--- src/mfs_params.svh ---
// Constants for the monitor field select register bank.
// Assumes inclusion by bare name from every file that needs a figure.
`ifndef MFS_PARAMS_SVH
`define MFS_PARAMS_SVH

// Parameter numbers of the selectors
`define MFS_ADDR_FIELD1_DIRECT   12'h84c
`define MFS_ADDR_FIELD2_DIRECT   12'h84d
`define MFS_ADDR_COMMON_ONE      12'h84e
`define MFS_ADDR_COMMON_TWO      12'h84f
`define MFS_ADDR_FIELD1_ITEM     12'h8fe
`define MFS_ADDR_FIELD2_ITEM     12'h8ff

// Reset values
`define MFS_RST_FIELD1_DIRECT    16'h0001
`define MFS_RST_FIELD2_DIRECT    16'h0000
`define MFS_RST_COMMON_ONE       16'h0000
`define MFS_RST_COMMON_TWO       16'h0000
`define MFS_RST_FIELD1_ITEM      16'h0001
`define MFS_RST_FIELD2_ITEM      16'h0000

// Selector code limits
`define MFS_ITEM_COUNT           40
`define MFS_ITEM_MAX             16'h0027
`define MFS_ITEM_HOLE            16'h0024
`define MFS_DIRECT_LAST_ITEM     16'h0006
`define MFS_DIRECT_FIRST_ROUTE   16'h000c
`define MFS_DIRECT_LAST_ROUTE    16'h000f
`define MFS_COMMON_ONE_MAX       16'h0004

// Item codes that common monitors reuse
`define MFS_ITEM_SPEED_CEILING   6'h13
`define MFS_ITEM_TORQUE_CEILING  6'h14
`define MFS_ITEM_INIT_POS_LOW    6'h17
`define MFS_ITEM_INIT_POS_HIGH   6'h18
`define MFS_ITEM_OPER_STATUS     6'h19
`define MFS_ITEM_INT_CMD_POS     6'h23
`define MFS_ITEM_POS_OFFSET      6'h26
`define MFS_ITEM_TARGET_SPEED    6'h27

// Common monitor codes
`define MFS_CMN_TARGET_POS       16'h0000
`define MFS_CMN_INT_CMD_POS      16'h0001
`define MFS_CMN_POS_OFFSET       16'h0002
`define MFS_CMN_TARGET_SPEED     16'h0003
`define MFS_CMN_SPEED_CEILING    16'h0004
`define MFS_CMN_TORQUE_CEILING   16'h0005
`define MFS_CMN_OPER_STATUS      16'h0006
`define MFS_CMN_INIT_POS_LOW     16'h0008
`define MFS_CMN_INIT_POS_HIGH    16'h0009

`endif

--- src/mfs_pkg.sv ---
// Types for the monitor field select register bank.
// Assumes nothing from mfs_params.svh; route codes are fixed here.
package mfs_pkg;

    typedef logic [15:0] mfs_code_t;
    typedef logic [31:0] mfs_word_t;

    // Field selector route codes
    typedef enum logic [3:0] {
        MFS_ROUTE_CMN_ONE = 4'b1100,
        MFS_ROUTE_CMN_TWO = 4'b1101,
        MFS_ROUTE_OPT_ONE = 4'b1110,
        MFS_ROUTE_OPT_TWO = 4'b1111
    } mfs_route_e;

    // Whole state of the register bank
    typedef struct packed {
        mfs_code_t itemOnePend;
        mfs_code_t itemTwoPend;
        mfs_code_t itemOneAct;
        mfs_code_t itemTwoAct;
        mfs_code_t directOne;
        mfs_code_t directTwo;
        mfs_code_t commonOne;
        mfs_code_t commonTwo;
        mfs_code_t rdData;
        logic      ack;
        logic      err;
        logic      pending;
        mfs_word_t field1;
        mfs_word_t field2;
    } mfs_state_s;

endpackage : mfs_pkg

--- src/mfs_sel_if.sv ---
// Selector bundle for one monitor field.
// Assumes the register bank drives it and a field mux reads it.
`timescale 1ns/10ps
interface mfs_sel_if;
    mfs_pkg::mfs_code_t itemSel;
    mfs_pkg::mfs_code_t directSel;
    mfs_pkg::mfs_code_t commonOneSel;
    mfs_pkg::mfs_code_t commonTwoSel;

    modport src  (output itemSel, output directSel, output commonOneSel, output commonTwoSel);
    modport sink (input itemSel, input directSel, input commonOneSel, input commonTwoSel);
endinterface : mfs_sel_if

--- src/mfs_field_mux.sv ---
// Content choice for one monitor field, purely combinational.
// Assumes selectors are stable and item values sampled by the caller.
`timescale 1ns/10ps
`include "mfs_params.svh"
module mfs_field_mux (
    mfs_sel_if.sink                 sel,
    input  wire logic [39:0][31:0]  itemValues,
    input  wire logic [31:0]        targetPosition,
    input  wire logic [31:0]        optionItemOne,
    input  wire logic [31:0]        optionItemTwo,
    output logic      [31:0]        fieldValue
);
    logic [31:0] itemWord;
    logic [31:0] cmnOneWord;
    logic [31:0] cmnTwoWord;

    // Item code lookup, unlisted codes give zero
    always_comb begin
        itemWord = 32'h0000_0000;
        if (sel.itemSel <= `MFS_ITEM_MAX && sel.itemSel != `MFS_ITEM_HOLE) begin
            itemWord = itemValues[sel.itemSel[5:0]];
        end
    end

    // Common monitor one lookup
    always_comb begin
        case (sel.commonOneSel)
            `MFS_CMN_TARGET_POS:    cmnOneWord = targetPosition;
            `MFS_CMN_INT_CMD_POS:   cmnOneWord = itemValues[`MFS_ITEM_INT_CMD_POS];
            `MFS_CMN_POS_OFFSET:    cmnOneWord = itemValues[`MFS_ITEM_POS_OFFSET];
            `MFS_CMN_TARGET_SPEED:  cmnOneWord = itemValues[`MFS_ITEM_TARGET_SPEED];
            `MFS_CMN_SPEED_CEILING: cmnOneWord = itemValues[`MFS_ITEM_SPEED_CEILING];
            default:                cmnOneWord = 32'h0000_0000;
        endcase
    end

    // Common monitor two lookup
    always_comb begin
        case (sel.commonTwoSel)
            `MFS_CMN_TORQUE_CEILING: cmnTwoWord = itemValues[`MFS_ITEM_TORQUE_CEILING];
            `MFS_CMN_OPER_STATUS:    cmnTwoWord = itemValues[`MFS_ITEM_OPER_STATUS];
            `MFS_CMN_INIT_POS_LOW:   cmnTwoWord = itemValues[`MFS_ITEM_INIT_POS_LOW];
            `MFS_CMN_INIT_POS_HIGH:  cmnTwoWord = itemValues[`MFS_ITEM_INIT_POS_HIGH];
            default:                 cmnTwoWord = 32'h0000_0000;
        endcase
    end

    // Route codes override the item selector
    always_comb begin
        fieldValue = itemWord;
        if (sel.directSel[15:4] == 12'h000) begin
            case (sel.directSel[3:0])
                mfs_pkg::MFS_ROUTE_CMN_ONE: fieldValue = cmnOneWord;
                mfs_pkg::MFS_ROUTE_CMN_TWO: fieldValue = cmnTwoWord;
                mfs_pkg::MFS_ROUTE_OPT_ONE: fieldValue = optionItemOne;
                mfs_pkg::MFS_ROUTE_OPT_TWO: fieldValue = optionItemTwo;
                default:                    fieldValue = itemWord;
            endcase
        end
    end
endmodule : mfs_field_mux

--- src/mfs_monitor_select.sv ---
// Register bank that picks what the two fixed monitor fields carry.
// Assumes a single-word parameter port driven synchronously to core_clk.
//
// Functional notes
// Field one item selector, codes 0-17, default 1
// Field two item selector, same codes, default 0
// Item codes 18 to 39 select further quantities
// Item selector changes apply only after restart
// Controller rewrites field and common selectors too
// Field one direct codes 0H-6H, default 1H
// CH/DH route common, EH/FH route option
// Common one selector codes 0-4, default 0
// Common two codes 5,6,8,9, default 0
// Unlisted codes rejected, field reads zero
`timescale 1ns/10ps
`include "mfs_params.svh"
module mfs_monitor_select (
    input  wire logic              core_clk,
    input  wire logic              rst,
    input  wire logic              clkEn,
    input  wire logic              powerRestart,
    input  wire logic              paramWrEn,
    input  wire logic              paramRdEn,
    input  wire logic [11:0]       paramAddr,
    input  wire logic [15:0]       paramWrData,
    output logic      [15:0]       paramRdData,
    output logic                   paramAck,
    output logic                   paramErr,
    output logic                   restartPending,
    input  wire logic [39:0][31:0] itemValues,
    input  wire logic [31:0]       targetPosition,
    input  wire logic [31:0]       optionItemOne,
    input  wire logic [31:0]       optionItemTwo,
    output logic      [31:0]       field1Data,
    output logic      [31:0]       field2Data
);
    localparam mfs_pkg::mfs_state_s RESET_STATE = '{
        itemOnePend: `MFS_RST_FIELD1_ITEM,
        itemTwoPend: `MFS_RST_FIELD2_ITEM,
        itemOneAct:  `MFS_RST_FIELD1_ITEM,
        itemTwoAct:  `MFS_RST_FIELD2_ITEM,
        directOne:   `MFS_RST_FIELD1_DIRECT,
        directTwo:   `MFS_RST_FIELD2_DIRECT,
        commonOne:   `MFS_RST_COMMON_ONE,
        commonTwo:   `MFS_RST_COMMON_TWO,
        rdData:      16'h0000,
        ack:         1'b0,
        err:         1'b0,
        pending:     1'b0,
        field1:      32'h0000_0000,
        field2:      32'h0000_0000
    };

    mfs_pkg::mfs_state_s stateQ;
    mfs_pkg::mfs_state_s stateD;
    logic [31:0]         field1Value;
    logic [31:0]         field2Value;
    logic                addrHit;
    logic                codeOk;
    logic [15:0]         readWord;

    mfs_sel_if selOne ();
    mfs_sel_if selTwo ();

    // Selector bundles seen by the muxes, item selectors from the active copy
    assign selOne.itemSel      = stateQ.itemOneAct;
    assign selOne.directSel    = stateQ.directOne;
    assign selOne.commonOneSel = stateQ.commonOne;
    assign selOne.commonTwoSel = stateQ.commonTwo;
    assign selTwo.itemSel      = stateQ.itemTwoAct;
    assign selTwo.directSel    = stateQ.directTwo;
    assign selTwo.commonOneSel = stateQ.commonOne;
    assign selTwo.commonTwoSel = stateQ.commonTwo;

    mfs_field_mux fieldOneMux (
        .sel            (selOne),
        .itemValues     (itemValues),
        .targetPosition (targetPosition),
        .optionItemOne  (optionItemOne),
        .optionItemTwo  (optionItemTwo),
        .fieldValue     (field1Value)
    );

    mfs_field_mux fieldTwoMux (
        .sel            (selTwo),
        .itemValues     (itemValues),
        .targetPosition (targetPosition),
        .optionItemOne  (optionItemOne),
        .optionItemTwo  (optionItemTwo),
        .fieldValue     (field2Value)
    );

    // Address decode, code check and read word
    always_comb begin
        addrHit  = 1'b1;
        codeOk   = 1'b0;
        readWord = 16'h0000;
        if (paramAddr == `MFS_ADDR_FIELD1_ITEM) begin
            readWord = stateQ.itemOnePend;
            codeOk   = paramWrData <= `MFS_ITEM_MAX && paramWrData != `MFS_ITEM_HOLE;
        end else if (paramAddr == `MFS_ADDR_FIELD2_ITEM) begin
            readWord = stateQ.itemTwoPend;
            codeOk   = paramWrData <= `MFS_ITEM_MAX && paramWrData != `MFS_ITEM_HOLE;
        end else if (paramAddr == `MFS_ADDR_FIELD1_DIRECT ||
                     paramAddr == `MFS_ADDR_FIELD2_DIRECT) begin
            readWord = (paramAddr == `MFS_ADDR_FIELD1_DIRECT) ? stateQ.directOne
                                                               : stateQ.directTwo;
            codeOk   = paramWrData <= `MFS_DIRECT_LAST_ITEM ||
                       (paramWrData >= `MFS_DIRECT_FIRST_ROUTE &&
                        paramWrData <= `MFS_DIRECT_LAST_ROUTE);
        end else if (paramAddr == `MFS_ADDR_COMMON_ONE) begin
            readWord = stateQ.commonOne;
            codeOk   = paramWrData <= `MFS_COMMON_ONE_MAX;
        end else if (paramAddr == `MFS_ADDR_COMMON_TWO) begin
            readWord = stateQ.commonTwo;
            codeOk   = paramWrData == `MFS_CMN_TORQUE_CEILING ||
                       paramWrData == `MFS_CMN_OPER_STATUS ||
                       paramWrData == `MFS_CMN_INIT_POS_LOW ||
                       paramWrData == `MFS_CMN_INIT_POS_HIGH;
        end else begin
            addrHit  = 1'b0;
        end
    end

    // Next state: accesses, restart commit, field capture
    always_comb begin
        stateD        = stateQ;
        stateD.ack    = paramWrEn | paramRdEn;
        stateD.err    = 1'b0;
        stateD.field1 = field1Value;
        stateD.field2 = field2Value;
        if (paramRdEn) begin
            stateD.rdData = addrHit ? readWord : 16'h0000;
            stateD.err    = ~addrHit;
        end
        // Restart promotes the stored item selectors
        if (powerRestart) begin
            stateD.itemOneAct = stateQ.itemOnePend;
            stateD.itemTwoAct = stateQ.itemTwoPend;
            stateD.pending    = 1'b0;
        end
        if (paramWrEn && !paramRdEn) begin
            if (!addrHit || !codeOk) begin
                stateD.err = 1'b1;
            end else if (paramAddr == `MFS_ADDR_FIELD1_ITEM) begin
                stateD.itemOnePend = paramWrData;
                stateD.pending     = paramWrData != stateD.itemOneAct ||
                                     stateD.itemTwoPend != stateD.itemTwoAct;
            end else if (paramAddr == `MFS_ADDR_FIELD2_ITEM) begin
                stateD.itemTwoPend = paramWrData;
                stateD.pending     = paramWrData != stateD.itemTwoAct ||
                                     stateD.itemOnePend != stateD.itemOneAct;
            end else if (paramAddr == `MFS_ADDR_FIELD1_DIRECT) begin
                stateD.directOne = paramWrData;
            end else if (paramAddr == `MFS_ADDR_FIELD2_DIRECT) begin
                stateD.directTwo = paramWrData;
            end else if (paramAddr == `MFS_ADDR_COMMON_ONE) begin
                stateD.commonOne = paramWrData;
            end else begin
                stateD.commonTwo = paramWrData;
            end
        end else if (paramWrEn) begin
            stateD.err = 1'b1;
        end
    end

    // State register, frozen while clkEn is low
    always_ff @(posedge core_clk or posedge rst) begin
        if (rst) begin
            stateQ <= RESET_STATE;
        end else if (clkEn) begin
            stateQ <= stateD;
        end
    end

    // Outputs straight from the state register
    assign paramRdData    = stateQ.rdData;
    assign paramAck       = stateQ.ack;
    assign paramErr       = stateQ.err;
    assign restartPending = stateQ.pending;
    assign field1Data     = stateQ.field1;
    assign field2Data     = stateQ.field2;
endmodule : mfs_monitor_select

--- config.mk ---
export PLATFORM = sky130hd
export DESIGN_NAME = mfs_monitor_select
export DESIGN_NICKNAME = d
export VERILOG_FILES = /design/src/mfs_pkg.sv /design/src/mfs_sel_if.sv /design/src/mfs_field_mux.sv /design/src/mfs_monitor_select.sv
export VERILOG_INCLUDE_DIRS = /design/src
export SDC_FILE = /design/constraint.sdc
export NUM_CORES = 2
export LEC_CHECK = 0
export BUFFER_PORTS_ARGS = -buffer_cell sky130_fd_sc_hd__buf_2
export CAP_MARGIN = 5
export CORE_AREA = 2 2 574 576
export CTS_CLUSTER_DIAMETER = 200
export DETAILED_ROUTE_END_ITERATION = 8
export DIE_AREA = 0 0 576 578
export GPL_TIMING_DRIVEN = 0
export PLACE_DENSITY = 0.38
export SLEW_MARGIN = 10
export SYNTH_ARGS = -nofsm -noshare
export SYNTH_HDL_FRONTEND = slang
export SYNTH_SLANG_ARGS = --single-unit
--- constraint.sdc ---
create_clock -name core_clk -period 7.6 [get_ports core_clk]
set_input_delay 0.38 -clock core_clk [delete_from_list [all_inputs] [get_ports core_clk]]
set_output_delay 0.38 -clock core_clk [all_outputs]
set_load 0.005 [all_outputs]
==> flow_summary.json <==
{
  "min_period_ns": 5.59,
  "timing.rr.end": "field2Data[29]",
  "die_height_um": 578,
  "grt_pass1_wl_mm": 628,
  "switching_share_pct": 43.7,
  "gp_congestion": 1.01,
  "synth_enable_flop_cells": 0,
  "worst_slew_pin_slew_ns": 1.60,
  "setup_viol": 0,
  "p_comb_share_pct": 45.6,
  "arrival_ns": 6.07,
  "groute.usage.overall_pct": 30.9,
  "powerDensity_mw_per_mm2": 93.3,
  "rsz0062_at_grt": "no",
  "drv_slew": 11,
  "start_util_pct": 10.7,
  "internal-power_uw": 2650,
  "power.net_switching_uw": 2060,
  "drive_above_1_share_pct": 56.5,
  "seq_power_share_pct": 25.9,
  "cts.clk_slew.worst_paths_ns": 0.08,
  "synth.cell_area_mm2": 0.0350,
  "place_area_mm2": 0.0490,
  "endpoint": "field2Data[29]",
  "synth_cell_types": 83,
  "timing.rr.start": "selTwo.itemSel[1]",
  "ys_seq_elements": 211,
  "avgSynthCellArea_um2": 11.3,
  "cellLeakagePower_uw": 0.0189,
  "grt_pass1_vias": 43689,
  "grt_overflow_total": 0,
  "fin_area_mm2": 0.0504,
  "critPathCaptureType": "flop",
  "drv_cap": 2,
  "nFillCells": 37125,
  "clkPwrFrac_pct": 28.5,
  "via_per_inst": 5.13,
  "die_width_um": 576,
  "regToRegSetupSlack_ns": 2.01,
  "yosys.area_share.simple_pct": 9.31,
  "drtIter0Drc": 7537,
  "ant_nets": 0,
  "wl_mm": 536,
  "synth_compound_area_share_pct": 15.5,
  "final_cell_mix": "buf_2 (1589), mux4_2 (645), nand2_1 (265), mux2i_1 (222), dfrtp_1 (208)",
  "io_buffer_count": 1488,
  "clk_latency_ns": 0.63,
  "reg2reg_depth": 10,
  "cts_resized": 0,
  "grtUsageMet1_pct": 32.3,
  "layout_commonest_cell": "buf_2",
  "nets": 6071,
  "violations": "design-rule violations, max-capacitance violations, max-slew violations",
  "hold_path_class": "primary input to flop",
  "cts_tree": "built",
  "relSlewSlack_pct": -6.86,
  "status": "complete, but fails checks",
  "timing_hold_violations_final": 0,
  "clk_root_buffer_cell": "clkbuf_16",
  "synth_fp_nets": 4502,
  "yosysWarnings": 0,
  "crit_start": "selTwo.itemSel[1]",
  "core_mm2": 0.326,
  "cp-start-kind": "flop",
  "skew_ns": 0.0315,
  "fin_crit_sh_pct": 73.6,
  "io_pins": 1493,
  "synthXorXnorAreaFrac_pct": 0.951,
  "busiest_layer": "met2",
  "num_vias": 47572,
  "ys_seq_area_share_pct": 15.1,
  "drc": 21,
  "ys.flop_type": "dfrtp_1",
  "row_count": 210,
  "grt_max_degree": 103,
  "cts-htree-levels": 1,
  "cts_max_path_buffers": 3,
  "antenna_found_initial": 614,
  "async_reset_ff_share_pct": 100,
  "crit_required_ns": 8.08,
  "firstDrtPassIters": 9,
  "synthAdderAreaFrac_pct": 0,
  "dieArea_mm2": 0.333,
  "routedWlPerCell_um": 57.8,
  "cts_buffers": 24,
  "synth_top_family_by_area": "multiplexers",
  "hpwl_mm": 471,
  "peakVddDrop_uv": 164,
  "clock.fmax_ghz": 0.179,
  "muxShareOfSynthArea_pct": 51.9,
  "grtUsageMet3_pct": 14.5,
  "fin_hold_ws_ns": 0.0829,
  "crit_type": "flop to flop",
  "netlist_instances": 3092,
  "synth_top_area_cell": "mux4_2",
  "synth_top_area_share_pct": 41.5,
  "ys_top_cells_by_area": "mux4_2 (41%), dfrtp_1 (15%), mux2i_1 (6.3%)",
  "crit_fanout": 10,
  "syn2layout_area_growth_pct": 44.1,
  "use_met2_pct": 50.2,
  "cts.sinks": 211
}
==> metal layers <==
metal / up-vias / routed length [um]
li1: 16452 / -
met1: 24638 / 179000
met2: 4751 / 247000
met3: 1493 / 69300
met4: 238 / 38600
met5: - / 1520
==> registers in the layout, indices dropped and copies added (netlist names) <==
signal	flops
field1Data	32
field2Data	32
paramAck	1
paramErr	1
paramRdData	16
restartPending	1
selOne.commonOneSel	16
selOne.commonTwoSel	16
selOne.directSel	16
selOne.itemSel	16
selTwo.directSel	16
selTwo.itemSel	16
stateQ	32
==> cell families (layout without fill, tap and decap cells) <==
group                  count (synthesis)  after routing
AO/OA/AOI/OAI                        774            774
XOR/XNOR                              38             38
buffers and inverters                461           2047
flip-flops                           211            211
multiplexers                         959            959
other                                  0            244
AND/OR/NAND/NOR                      649            649
==> what timing repair did <==
action                                  CTS  global route
setup buffers                             0             0
endpoints found under the setup margin    0             0
hold buffers                              1             0
endpoints found under the hold margin    38             0
==> worst min path at each step <==
stage	startpoint	endpoint	slack (ns)	cells past startpoint
2_1_floorplan	paramRdData[0]	paramRdData[0]	0.45	2
3_3_place_gp	field1Data[31]	field1Data[31]	0.50	1
3_5_place_dp	rst	paramRdData[5]	0.39	2
4_1_cts	paramWrEn	paramAck	0.05	3
5_1_grt	paramWrEn	paramAck	0.1	3
6_report	paramWrEn	paramAck	0.08	3
==> critical path, stage by stage, from the launching register on <==
cell and delay [ns]:
dfrtp_1 0.42, buf_4 0.31, buf_4 0.31, buf_2 0.49, buf_2 0.93, buf_2 0.99
mux4_2 0.42, a22oi_1 0.80, nand3b_1 0.32, a21oi_1 0.23, o22ai_1 0.09
==> power groups by stage <==
stage	registers [uW]	clock network, uW	logic, uW
after detailed placement	1240	0	2100
after CTS	1220	1350	2110
after global routing	1220	1400	2140
after floorplan	1200	0	674
after global placement	1240	0	2040
final	1220	1340	2140
==> cell type report <==
class,instances,area (um^2),share of cell area [%]
diodes,244,611,1.21
plain buffers,426,2500,4.96
clock buffers,33,654,1.30
clock inverters,10,164,0.325
inverters,35,139,0.275
multi-input cells,2420,27300,54.1
flip-flops and latches,211,5280,10.5
well taps,4346,5440,10.8
repair buffers,1543,8360,16.6
==> stage by stage <==
step | TNS [ns] | power (uW) | util, % | cells | worst slack, ns
floorplan | 0 | 1870 | - | 3092 | 1.46
global placement | -483.82 | 3290 | 14.7 | 8926 | -2.44
detailed placement | 0 | 3340 | 15.0 | 8979 | 2.22
CTS | 0 | 4680 | 15.3 | 9023 | 2.16
global route | 0 | 4760 | 15.3 | 9121 | 2.35
finish | 0 | 4710 | 15.5 | 9268 | 2.01
==> cell usage after synthesis (all sizes together) (8+ instances only) <==
master / count
nor4bb: 18
a211oi: 16
a221oi: 25
o22ai: 47
nand2: 265
clkbuf: 153
o221ai: 37
nor4: 24
xor2: 32
nand2b: 14
dfrtp: 208
and2: 43
nand3: 58
inv: 35
a2111oi: 10
nor2: 107
o211ai: 29
or3: 11
a211o: 8
a311oi: 8
nand4: 14
nor2b: 38
buf: 273
o32ai: 9
a222oi: 62
mux4: 670
a21oi: 95
mux2: 67
nor3: 19
o21ai: 206
a22oi: 87
a32oi: 23
o2bb2ai: 10
a2bb2oi: 19
a31oi: 14
a21boi: 18
mux2i: 222
No activity file was read; power rests on OpenSTA's default activity.
